### src/rtl/eir_pkg.sv
// constants for the maskable interrupt request block
package eir_pkg;
    // register byte addresses
    localparam logic [7:0] ADDR_CTRL = 8'h00;
    localparam logic [7:0] ADDR_TFLG = 8'h04;
    localparam logic [7:0] ADDR_TCTL = 8'h08;
    localparam logic [7:0] ADDR_HSK = 8'h0c;
    localparam logic [7:0] ADDR_SSTAT = 8'h10;
    localparam logic [7:0] ADDR_SDATA = 8'h14;
    localparam logic [7:0] ADDR_PINS = 8'h18;
    // ctrl fields
    localparam int CTRL_EDGE = 0;
    localparam int CTRL_OPEN = 1;
    // timer control fields: enables low, capture edge choice above
    localparam int TCTL_EN_LO = 0;
    localparam int TCTL_POL_LO = 4;
    // handshake and serial status fields
    localparam int HSK_FLAG = 0;
    localparam int HSK_EN = 1;
    localparam int SST_FULL = 0;
    localparam int SST_IE = 1;
    // synchroniser lanes
    localparam int SB_IRQ = 0;
    localparam int SB_CAP = 1;
    localparam int SB_STRA = 4;
    localparam int SB_NMI = 5;
    localparam int SYNC_W = 6;
    // pins idle high
    localparam logic [5:0] SYNC_RST = 6'h3f;
    // protected write window in bus clock cycles
    localparam int PROT_CYCLES = 64;
    localparam logic [31:0] RD_ZERO = 32'h0000_0000;
endpackage

### src/rtl/eir_request.sv
// maskable interrupt request logic with apb register access
// How it works
// - edge select 0 level, 1 falling edge
// - edge select written once, first 64 cycles
// - reset clears edge select to level mode
// - event sets flag; flag and enable request
// - edge mode latches falling edge, no source
// - line already low hides new edges
// - each peripheral source has flag and enable
// - cpu mask blocks all maskable requests
// - timer flags clear by writing one
// - status read then data read clears rx
// - clear-memory read counts as data read
// - handshake and pin share one vector
// - expanded mode gives handshake to bus
// - capture pins edge interrupts, own edges
// - strobe pin interrupts in single-chip only
// - nonmaskable pin ignores the cpu mask
// - masked requests stay pending until unmasked
//
// Chosen here: the APB slave port and the register offsets.
`timescale 1ns/1ns
module eir_request
    import eir_pkg::*;
#(
    parameter int NCAP = 3
) (
    // clock and reset
    input wire logic pclk,
    input wire logic presetn,
    // apb slave
    input wire logic [7:0] paddr,
    input wire logic psel,
    input wire logic penable,
    input wire logic pwrite,
    input wire logic [31:0] pwdata,
    output logic [31:0] prdata,
    output logic pready,
    output logic pslverr,
    // pins
    input wire logic irq_n,
    input wire logic [NCAP-1:0] capture_inputs,
    input wire logic strobe_a_input,
    input wire logic nonmaskable_int_n,
    // cpu side
    input wire logic cpu_mask,
    input wire logic irq_ack,
    input wire logic expanded_mode,
    // serial receiver events
    input wire logic rx_event,
    input wire logic [7:0] rx_data,
    // requests to the sequencer
    output logic irq_vec_req,
    output logic [NCAP-1:0] capture_req,
    output logic serial_req,
    output logic nmi_req,
    // expansion bus handover
    output logic hs_pins_to_bus,
    output logic ext_access
);

    ////////////////////////////////////////////////////////////////
    // helpers shared by every edge detector
    function automatic logic [SYNC_W-1:0] fell(input logic [SYNC_W-1:0] o,
                                               input logic [SYNC_W-1:0] n);
        return o & ~n;
    endfunction

    function automatic logic [SYNC_W-1:0] rose(input logic [SYNC_W-1:0] o,
                                               input logic [SYNC_W-1:0] n);
        return ~o & n;
    endfunction

    ////////////////////////////////////////////////////////////////
    // pin synchronisers: three stages, filtered level rises when 2 and 3 are both high, falls when they differ
    logic [SYNC_W-1:0] s1, s2, s3, filt, filt_d;
    logic [SYNC_W-1:0] pins, next_filt;

    assign pins = {nonmaskable_int_n, strobe_a_input, capture_inputs, irq_n};

    always_comb begin
        next_filt = (s2 & s3) | (filt & ~(s2 ^ s3));
    end

    always_ff @(posedge pclk or negedge presetn) begin
        if (!presetn) begin
            s1 <= SYNC_RST;
            s2 <= SYNC_RST;
            s3 <= SYNC_RST;
            filt <= SYNC_RST;
            filt_d <= SYNC_RST;
        end else begin
            s1 <= pins;
            s2 <= s1;
            s3 <= s2;
            filt <= next_filt;
            filt_d <= filt;
        end
    end

    logic [SYNC_W-1:0] fall_ev, rise_ev;
    assign fall_ev = fell(filt_d, filt);
    assign rise_ev = rose(filt_d, filt);

    ////////////////////////////////////////////////////////////////
    // apb decode; access phase is where side effects happen
    logic wr, rd, setup;
    assign wr = psel & penable & pwrite;
    assign rd = psel & penable & ~pwrite;
    assign setup = psel & ~penable;

    // no wait states
    assign pready = 1'b1;

    ////////////////////////////////////////////////////////////////
    // register state
    logic edge_sel, next_edge_sel;
    logic edge_locked, next_edge_locked;
    logic [6:0] win_cnt, next_win_cnt;
    logic edge_latch, next_edge_latch;
    logic [NCAP-1:0] tflag, next_tflag;
    logic [NCAP-1:0] tien, next_tien;
    logic [NCAP-1:0] cap_pol, next_cap_pol;
    logic hs_flag, next_hs_flag;
    logic hs_en, next_hs_en;
    logic rx_full, next_rx_full;
    logic rx_ie, next_rx_ie;
    logic rx_armed, next_rx_armed;
    logic [7:0] rx_buf, next_rx_buf;
    logic [31:0] next_prdata;
    logic slverr_q, next_slverr_q;
    logic window_open, hs_hit;
    logic [NCAP-1:0] cap_ev;

    assign window_open = (win_cnt < 7'(PROT_CYCLES));
    // handshake addresses go off-chip in expanded mode
    assign hs_hit = (paddr == ADDR_HSK) & expanded_mode;
    assign cap_ev = (cap_pol & fall_ev[SB_CAP +: NCAP])
                  | (~cap_pol & rise_ev[SB_CAP +: NCAP]);

    // next state for all software-visible state
    always_comb begin
        next_edge_sel = edge_sel;
        next_edge_locked = edge_locked;
        next_win_cnt = window_open ? win_cnt + 7'd1 : win_cnt;
        next_edge_latch = edge_latch;
        next_tflag = tflag;
        next_tien = tien;
        next_cap_pol = cap_pol;
        next_hs_flag = hs_flag;
        next_hs_en = hs_en;
        next_rx_full = rx_full;
        next_rx_ie = rx_ie;
        next_rx_armed = rx_armed;
        next_rx_buf = rx_buf;
        next_prdata = prdata;
        next_slverr_q = slverr_q;

        // write-once edge select inside the protected window
        if (wr && paddr == ADDR_CTRL && window_open && !edge_locked) begin
            next_edge_sel = pwdata[CTRL_EDGE];
            next_edge_locked = 1'b1;
        end
        if (wr && paddr == ADDR_TCTL) begin
            next_tien = pwdata[TCTL_EN_LO +: NCAP];
            next_cap_pol = pwdata[TCTL_POL_LO +: NCAP];
        end
        if (wr && paddr == ADDR_HSK && !expanded_mode) begin
            next_hs_en = pwdata[HSK_EN];
        end
        if (wr && paddr == ADDR_SSTAT) begin
            next_rx_ie = pwdata[SST_IE];
        end

        // clears first, so events below win over them
        if (irq_ack) begin
            next_edge_latch = 1'b0;
        end
        if (wr && paddr == ADDR_TFLG) begin
            next_tflag = tflag & ~pwdata[NCAP-1:0];
        end
        if (wr && paddr == ADDR_HSK && !expanded_mode && pwdata[HSK_FLAG]) begin
            next_hs_flag = 1'b0;
        end
        // status read with flag set arms; data read then clears.
        // a write cycle never reads, so a clear-memory must show as apb read
        if (rd && paddr == ADDR_SSTAT && rx_full) begin
            next_rx_armed = 1'b1;
        end
        if (rd && paddr == ADDR_SDATA && rx_armed) begin
            next_rx_full = 1'b0;
            next_rx_armed = 1'b0;
        end

        // hardware events
        if (edge_sel && fall_ev[SB_IRQ]) begin
            next_edge_latch = 1'b1;
        end
        next_tflag = next_tflag | cap_ev;
        if (!expanded_mode && fall_ev[SB_STRA]) begin
            next_hs_flag = 1'b1;
        end
        if (rx_event) begin
            next_rx_full = 1'b1;
            next_rx_armed = 1'b0;
            next_rx_buf = rx_data;
        end

        // read data captured in setup so it comes from a flip-flop
        if (setup) begin
            next_slverr_q = 1'b0;
            next_prdata = RD_ZERO;
            case (paddr)
                ADDR_CTRL: begin
                    next_prdata[CTRL_EDGE] = edge_sel;
                    next_prdata[CTRL_OPEN] = window_open & ~edge_locked;
                end
                ADDR_TFLG: next_prdata[NCAP-1:0] = tflag;
                ADDR_TCTL: begin
                    next_prdata[TCTL_EN_LO +: NCAP] = tien;
                    next_prdata[TCTL_POL_LO +: NCAP] = cap_pol;
                end
                ADDR_HSK: begin
                    if (!expanded_mode) begin
                        next_prdata[HSK_FLAG] = hs_flag;
                        next_prdata[HSK_EN] = hs_en;
                    end
                end
                ADDR_SSTAT: begin
                    next_prdata[SST_FULL] = rx_full;
                    next_prdata[SST_IE] = rx_ie;
                end
                ADDR_SDATA: next_prdata[7:0] = rx_buf;
                ADDR_PINS: next_prdata[SYNC_W-1:0] = filt;
                default: next_slverr_q = 1'b1;
            endcase
        end
    end

    always_ff @(posedge pclk or negedge presetn) begin
        if (!presetn) begin
            edge_sel <= 1'b0;
            edge_locked <= 1'b0;
            win_cnt <= 7'd0;
            edge_latch <= 1'b0;
            tflag <= '0;
            tien <= '0;
            cap_pol <= '0;
            hs_flag <= 1'b0;
            hs_en <= 1'b0;
            rx_full <= 1'b0;
            rx_ie <= 1'b0;
            rx_armed <= 1'b0;
            rx_buf <= 8'h00;
            prdata <= RD_ZERO;
            slverr_q <= 1'b0;
        end else begin
            edge_sel <= next_edge_sel;
            edge_locked <= next_edge_locked;
            win_cnt <= next_win_cnt;
            edge_latch <= next_edge_latch;
            tflag <= next_tflag;
            tien <= next_tien;
            cap_pol <= next_cap_pol;
            hs_flag <= next_hs_flag;
            hs_en <= next_hs_en;
            rx_full <= next_rx_full;
            rx_ie <= next_rx_ie;
            rx_armed <= next_rx_armed;
            rx_buf <= next_rx_buf;
            prdata <= next_prdata;
            slverr_q <= next_slverr_q;
        end
    end

    assign pslverr = psel & penable & slverr_q;

    ////////////////////////////////////////////////////////////////
    // request outputs; pending state stays while masked
    logic ext_pend, hs_req;
    assign ext_pend = edge_sel ? edge_latch : ~filt[SB_IRQ];
    assign hs_req = hs_flag & hs_en & ~expanded_mode;
    assign irq_vec_req = (ext_pend | hs_req) & ~cpu_mask;
    assign capture_req = tflag & tien & {NCAP{~cpu_mask}};
    assign serial_req = rx_full & rx_ie & ~cpu_mask;
    assign nmi_req = ~filt[SB_NMI];
    assign hs_pins_to_bus = expanded_mode;
    assign ext_access = psel & hs_hit;
endmodule

### config.mk
export PLATFORM = sky130hd
export DESIGN_NAME = eir_request
export DESIGN_NICKNAME = d
export VERILOG_FILES = /design/src/rtl/eir_pkg.sv /design/src/rtl/eir_request.sv
export SDC_FILE = /design/constraint.sdc
export NUM_CORES = 1
export LEC_CHECK = 0
export BUFFER_PORTS_ARGS = -buffer_cell sky130_fd_sc_hd__buf_4
export CORE_UTILIZATION = 36
export CTS_CLUSTER_DIAMETER = 100
export CTS_CLUSTER_SIZE = 14
export DETAILED_ROUTE_END_ITERATION = 7
export PLACE_DENSITY = 0.57
export REMOVE_ABC_BUFFERS = 1
export SLEW_MARGIN = 30
export SYNTH_ARGS = -nofsm -noshare
export SYNTH_HDL_FRONTEND = slang
export SYNTH_SLANG_ARGS = --single-unit
export TNS_END_PERCENT = 5
### constraint.sdc
create_clock -name pclk -period 2.3 [get_ports pclk]
set_input_delay 0.345 -clock pclk [delete_from_list [all_inputs] [get_ports pclk]]
set_output_delay 0.345 -clock pclk [all_outputs]
set_load 0.005 [all_outputs]
Word-level counts from Yosys, hierarchy flattened

Index checks and enable logic that the tools add are counted.

Multiplexer cells: 19
Equality and inequality tests: 6
Magnitude comparators: 1
Bitwise operators: 39
Add/subtract/negate cells: 1
Reductions and logical operators: 23

Operators with widths:

| cell                                                            | number |
|---|---|
| 8-bit by 5-bit == test with 1-bit output, second input constant | 3 |
| 8-bit by 4-bit == test with 1-bit output, second input constant | 2 |
| 3-bit bitwise AND                                               | 5 |
| 1-bit logical AND                                               | 15 |
| 2-bit case mux with 7 select lines                              | 1 |
| 1-bit bitwise AND                                               | 13 |
| 6-bit bitwise AND                                               | 2 |
| 1-bit two-way mux                                               | 12 |
| 8-bit by 3-bit == test with 1-bit output, second input constant | 1 |
| 8-bit logical NOT                                               | 1 |
| 7-bit by 1-bit adder with 7-bit output, second input constant   | 1 |
| 7-bit < comparator, second input constant                       | 1 |
| 1-bit inverter                                                  | 7 |
| 7-bit OR reduction                                              | 1 |
| 3-bit inverter                                                  | 2 |
| 6-bit inverter                                                  | 1 |
| 3-bit bitwise OR                                                | 2 |
| 6-bit bitwise OR                                                | 1 |
| 2-bit case mux with 3 select lines                              | 1 |
| 2-bit nonzero test                                              | 3 |
| 6-bit bitwise XOR                                               | 1 |
| 5-bit bitwise AND                                               | 1 |
| 5-bit inverter                                                  | 1 |
| 4-bit bitwise AND                                               | 1 |
| other kinds (8)                                                 | 10 |

Logic and storage cells: 109
Bits in registers: 70

Longest topological paths before layout

Depth after elaboration: 7
Gate-level depth with buffers: 6

Least setup slack after synthesis

OpenSTA, ideal clock, no wires.

Kind: input port to flip-flop
From: input port paddr[4]
To: register hs_en
Path buffers: 1
Slack: 0.271 ns
Data required time: 2.175 ns
Stages: 5
Setup time: 0.125 ns
Data arrival time: 1.904 ns
Cells stage by stage: or4_1 buf_2 or4_1 nor2_2 mux2_2

Word-level cells in the longest chain between the ends: 3

RTL lines:

| what                                     | line               | RTL |
|---|---|---|
| from (decl)                              | eir_request.sv:32  | `input wire logic [7:0] paddr,` |
| 8-bit by 4-bit == test with 1-bit output | eir_request.sv:168 | `if (wr && paddr == ADDR_HSK && !expanded_mode) begin` |
| 1-bit logical AND (2 in series)          | eir_request.sv:168 |  |
| to (signal assigned)                     | eir_request.sv:266 | `hs_en <= next_hs_en;` |
| to (decl)                                | eir_request.sv:125 | `logic hs_en, next_hs_en;` |

No other way between the ends.
A chain may end at the register's enable or synchronous reset.

Worst setup path in the final report

From: input port paddr[4]
To: output port ext_access

Word-level cells in the longest chain between the ends: 3

RTL lines:

| what                                     | line               | RTL |
|---|---|---|
| 8-bit by 4-bit == test with 1-bit output | eir_request.sv:137 | `assign hs_hit = (paddr == ADDR_HSK) & expanded_mode;` |
| 1-bit bitwise AND                        | eir_request.sv:137 |  |
| 1-bit bitwise AND                        | eir_request.sv:288 | `assign ext_access = psel & hs_hit;` |
| to (decl)                                | eir_request.sv:59  | `output logic ext_access` |

No other way between the ends.

==> results.cfg <==
[sta]
finalSetupViolations = 0
timing.slew.headroom_pct = 53.71
rsz0062_at_grt = false
fin_ws_ns = 0.3966
finalCriticalPeriod_ns = 1.903
fin_tns_setup_ns = 0
slew_violations = 0
fin_crit_sh_pct = 82.76
fmax_mhz = 525.4
tightest_slew_ns = 0.6944
fin_skew_ns = 0.01134
finalHoldViolations = 0

[yosys]
synth.most_common_cell = dfrtp_1
synth.distinct_cells = 43
yosysTopAreaCellShare_pct = 32.49
synth_ff_type = dfrtp_1
netlist_top_cells_area = dfrtp_1 (32%), dfstp_2 (24%), mux2_2 (7.1%)
syn_avg_cell_area_um2 = 11.57
async_flop_share_pct = 100.0
synth_fa_ha_area_share_pct = 2.773
synth_seq_area_share_pct = 56.62
synth_compound_area_share_pct = 9.667
syn_area_mm2 = 0.003158
synth_top_family_by_area = simple AND/OR/NAND/NOR gates
yosysTopAreaCell = dfrtp_1
synthSimpleGateAreaFrac_pct = 14.06
synth.area.mux_share_pct = 7.132
synth_commonest_cells = dfrtp_1 (41), dfstp_2 (29), buf_4 (26), nand2_1 (25)
synth-edff-count = 0
synthXorXnorAreaFrac_pct = 1.387
yosysWarningCount = 0
ys_seq_elements = 70
synth_cells = 273

[worst_setup_path]
r2r_slack_ns = 0.93
worstReg2RegEnd = prdata[1]
crit_type = primary input to output pin
r2r_start = win_cnt[6]
crit_fanout = 5
critical-path-top-delay-family = simple AND/OR/NAND/NOR gates
startpoint_type = primary input
critPathSlowestCell = or4_1
crit_chain = buf_4 > or4_1 > buf_4 > nor3_1 > buf_4
end_kind = output pin
startpoint = paddr[4]
critPathBufInv = 3
worst_ep_arrival_time_ns = 1.56
r2r_cells = 4
worstPathRequired_ns = 1.96
crit_top_cell = buf_4
slowest_delay_ns = 0.53

[power_and_ir_drop]
power_density_mw_per_mm2 = 671.9
irDropWorstVdd_mv = 0.3661
power_leakage_nw = 1.705

[clock_tree]
cts_root_buf = clkbuf_8
cts_buffers = 9
clock_latency_ns = 0.35
cts_resized = 0
cts_tree = yes
clk_path_buf_depth = 2
cts.sinks = 70
post-cts-setup-buffers = 0
cts_hold_buffers = 0
h-tree-depth = 3
clk_pin_slew_worst_paths_ns = 0.07

[route]
ant_nets = 0
wirelength_um = 6402
drc = 0
dr.pass1.iters = 4
wire_per_inst_um = 14.42
vias = 2170
first_iter_violations = 89
post_drt_via_cell_ratio = 4.887

[floorplanning]
core_area_mm2 = 0.008341
dieArea_mm2 = 0.009151
floorplan.rows = 33
initial_utilization_pct = 37.86
die_width_um = 95.66
io_pins = 105
die_y_um = 95.66

[global_routing]
grt.overflow.total = 0
grt_max_degree = 56
track_usage_pct = 15.82
grt_pass1_wl_um = 10630
antenna_found_initial = 0
first_global_vias = 2127

[layout]
area_delta_synth_final_pct = 20.36
nNetsFinal = 404
diodes = 0
fillers = 805
drive_above_1_share_pct = 38.64

[worst_hold_path]
hold_class = primary input to asynchronous set/reset pin

[place]
numPortBuffers = 53
place_congestion = 0.8058
pre_cts_slack_ns = 0.1921
place_hpwl_um = 4660

[job]
drv_cap = 0

[outcome]
outcome = completed
-- state kept, by name, summed over array words and instances, names as in the netlist, 3 cells and up --
name	count
prdata	8
cap_pol	3
rx_buf	8
s1	6
filt_d	5
tflag	3
tien	3
filt	6
s2	6
win_cnt	7
s3	6
-- metal layers --
layer	share of wire, %	wire length (um)	vias up	track usage [%]
met1	46	2940	1033	19.93
met3	7.6	487	12	4.864
met5	0	0	-	0
li1	-	-	1034	-
met4	1.7	110	0	6.219
met2	45	2862	91	25.36
-- stage by stage --
stage	hold slack [ns]	utilization (%)	cell area (um2)	total power, W	instances
detailed placement	0.3468	43.25	3607	0.001592	428
global placement	0.3459	43.25	3607	0.001587	428
CTS	0.06694	45.57	3801	0.002597	444
finish	0.03916	45.57	3801	0.002554	444
global route	0.07837	45.57	3801	0.002680	444
floorplan	0.04941	-	3018	0.001452	262
-- where the power goes --
part	leakage, nW	switching (W)	internal, W
clock	0.104	0.000484	0.000504
sequential	0.813	0.0000378	0.00132
combinational	0.787	0.000108	0.000105
-- area by class of cell --
| cell class | count | area [um2] | share of cell area [%] |
|---|---|---|---|
| Clock inverter | 7 | 70.07 | 1.843 |
| Inverter | 8 | 30.03 | 0.7900 |
| Multi-Input combinational cell | 184 | 1200 | 31.57 |
| Sequential cell | 70 | 1788 | 47.04 |
| Clock buffer | 9 | 123.9 | 3.259 |
| Timing Repair Buffer | 61 | 457.9 | 12.05 |
| Tap cell | 105 | 131.4 | 3.456 |
-- cell families (layout without fill, tap and decap cells) --
family	Yosys count	in the layout
adder cells (fa/ha/maj)	7	7
buffers and inverters	42	85
AND/OR/NAND/NOR	84	84
AO/OA/AOI/OAI	43	43
flip-flops	70	70
XOR/XNOR	5	5
multiplexers	20	20
other	2	25
-- placed cells by master, fill, tap and decap left out, types with 4 or more instances in the layout --
master    instances
buf_4            61
dfrtp_1          41
dfstp_2          29
nand2_1          25
conb_1           25
nor2_1           20
mux2_2           20
clkbuf_8          9
inv_1             8
a22oi_1           8
a21o_1            7
a21oi_1           7
o21ai_0           7
ha_1              7
or4_1             5
nor2b_1           5
nor3_1            4
nand3b_1          4
xnor2_1           4
-- worst max path at each step --
stage                 end  slack [ns]  depth (start not counted)
2_1_floorplan       hs_en        0.30                          4
3_3_place_gp        hs_en        0.19                          5
3_5_place_dp        hs_en        0.19                          5
4_1_cts        ext_access        0.38                          5
5_1_grt        ext_access        0.34                          5
6_report       ext_access        0.40                          5
No activity file was read; power rests on OpenSTA's default activity.
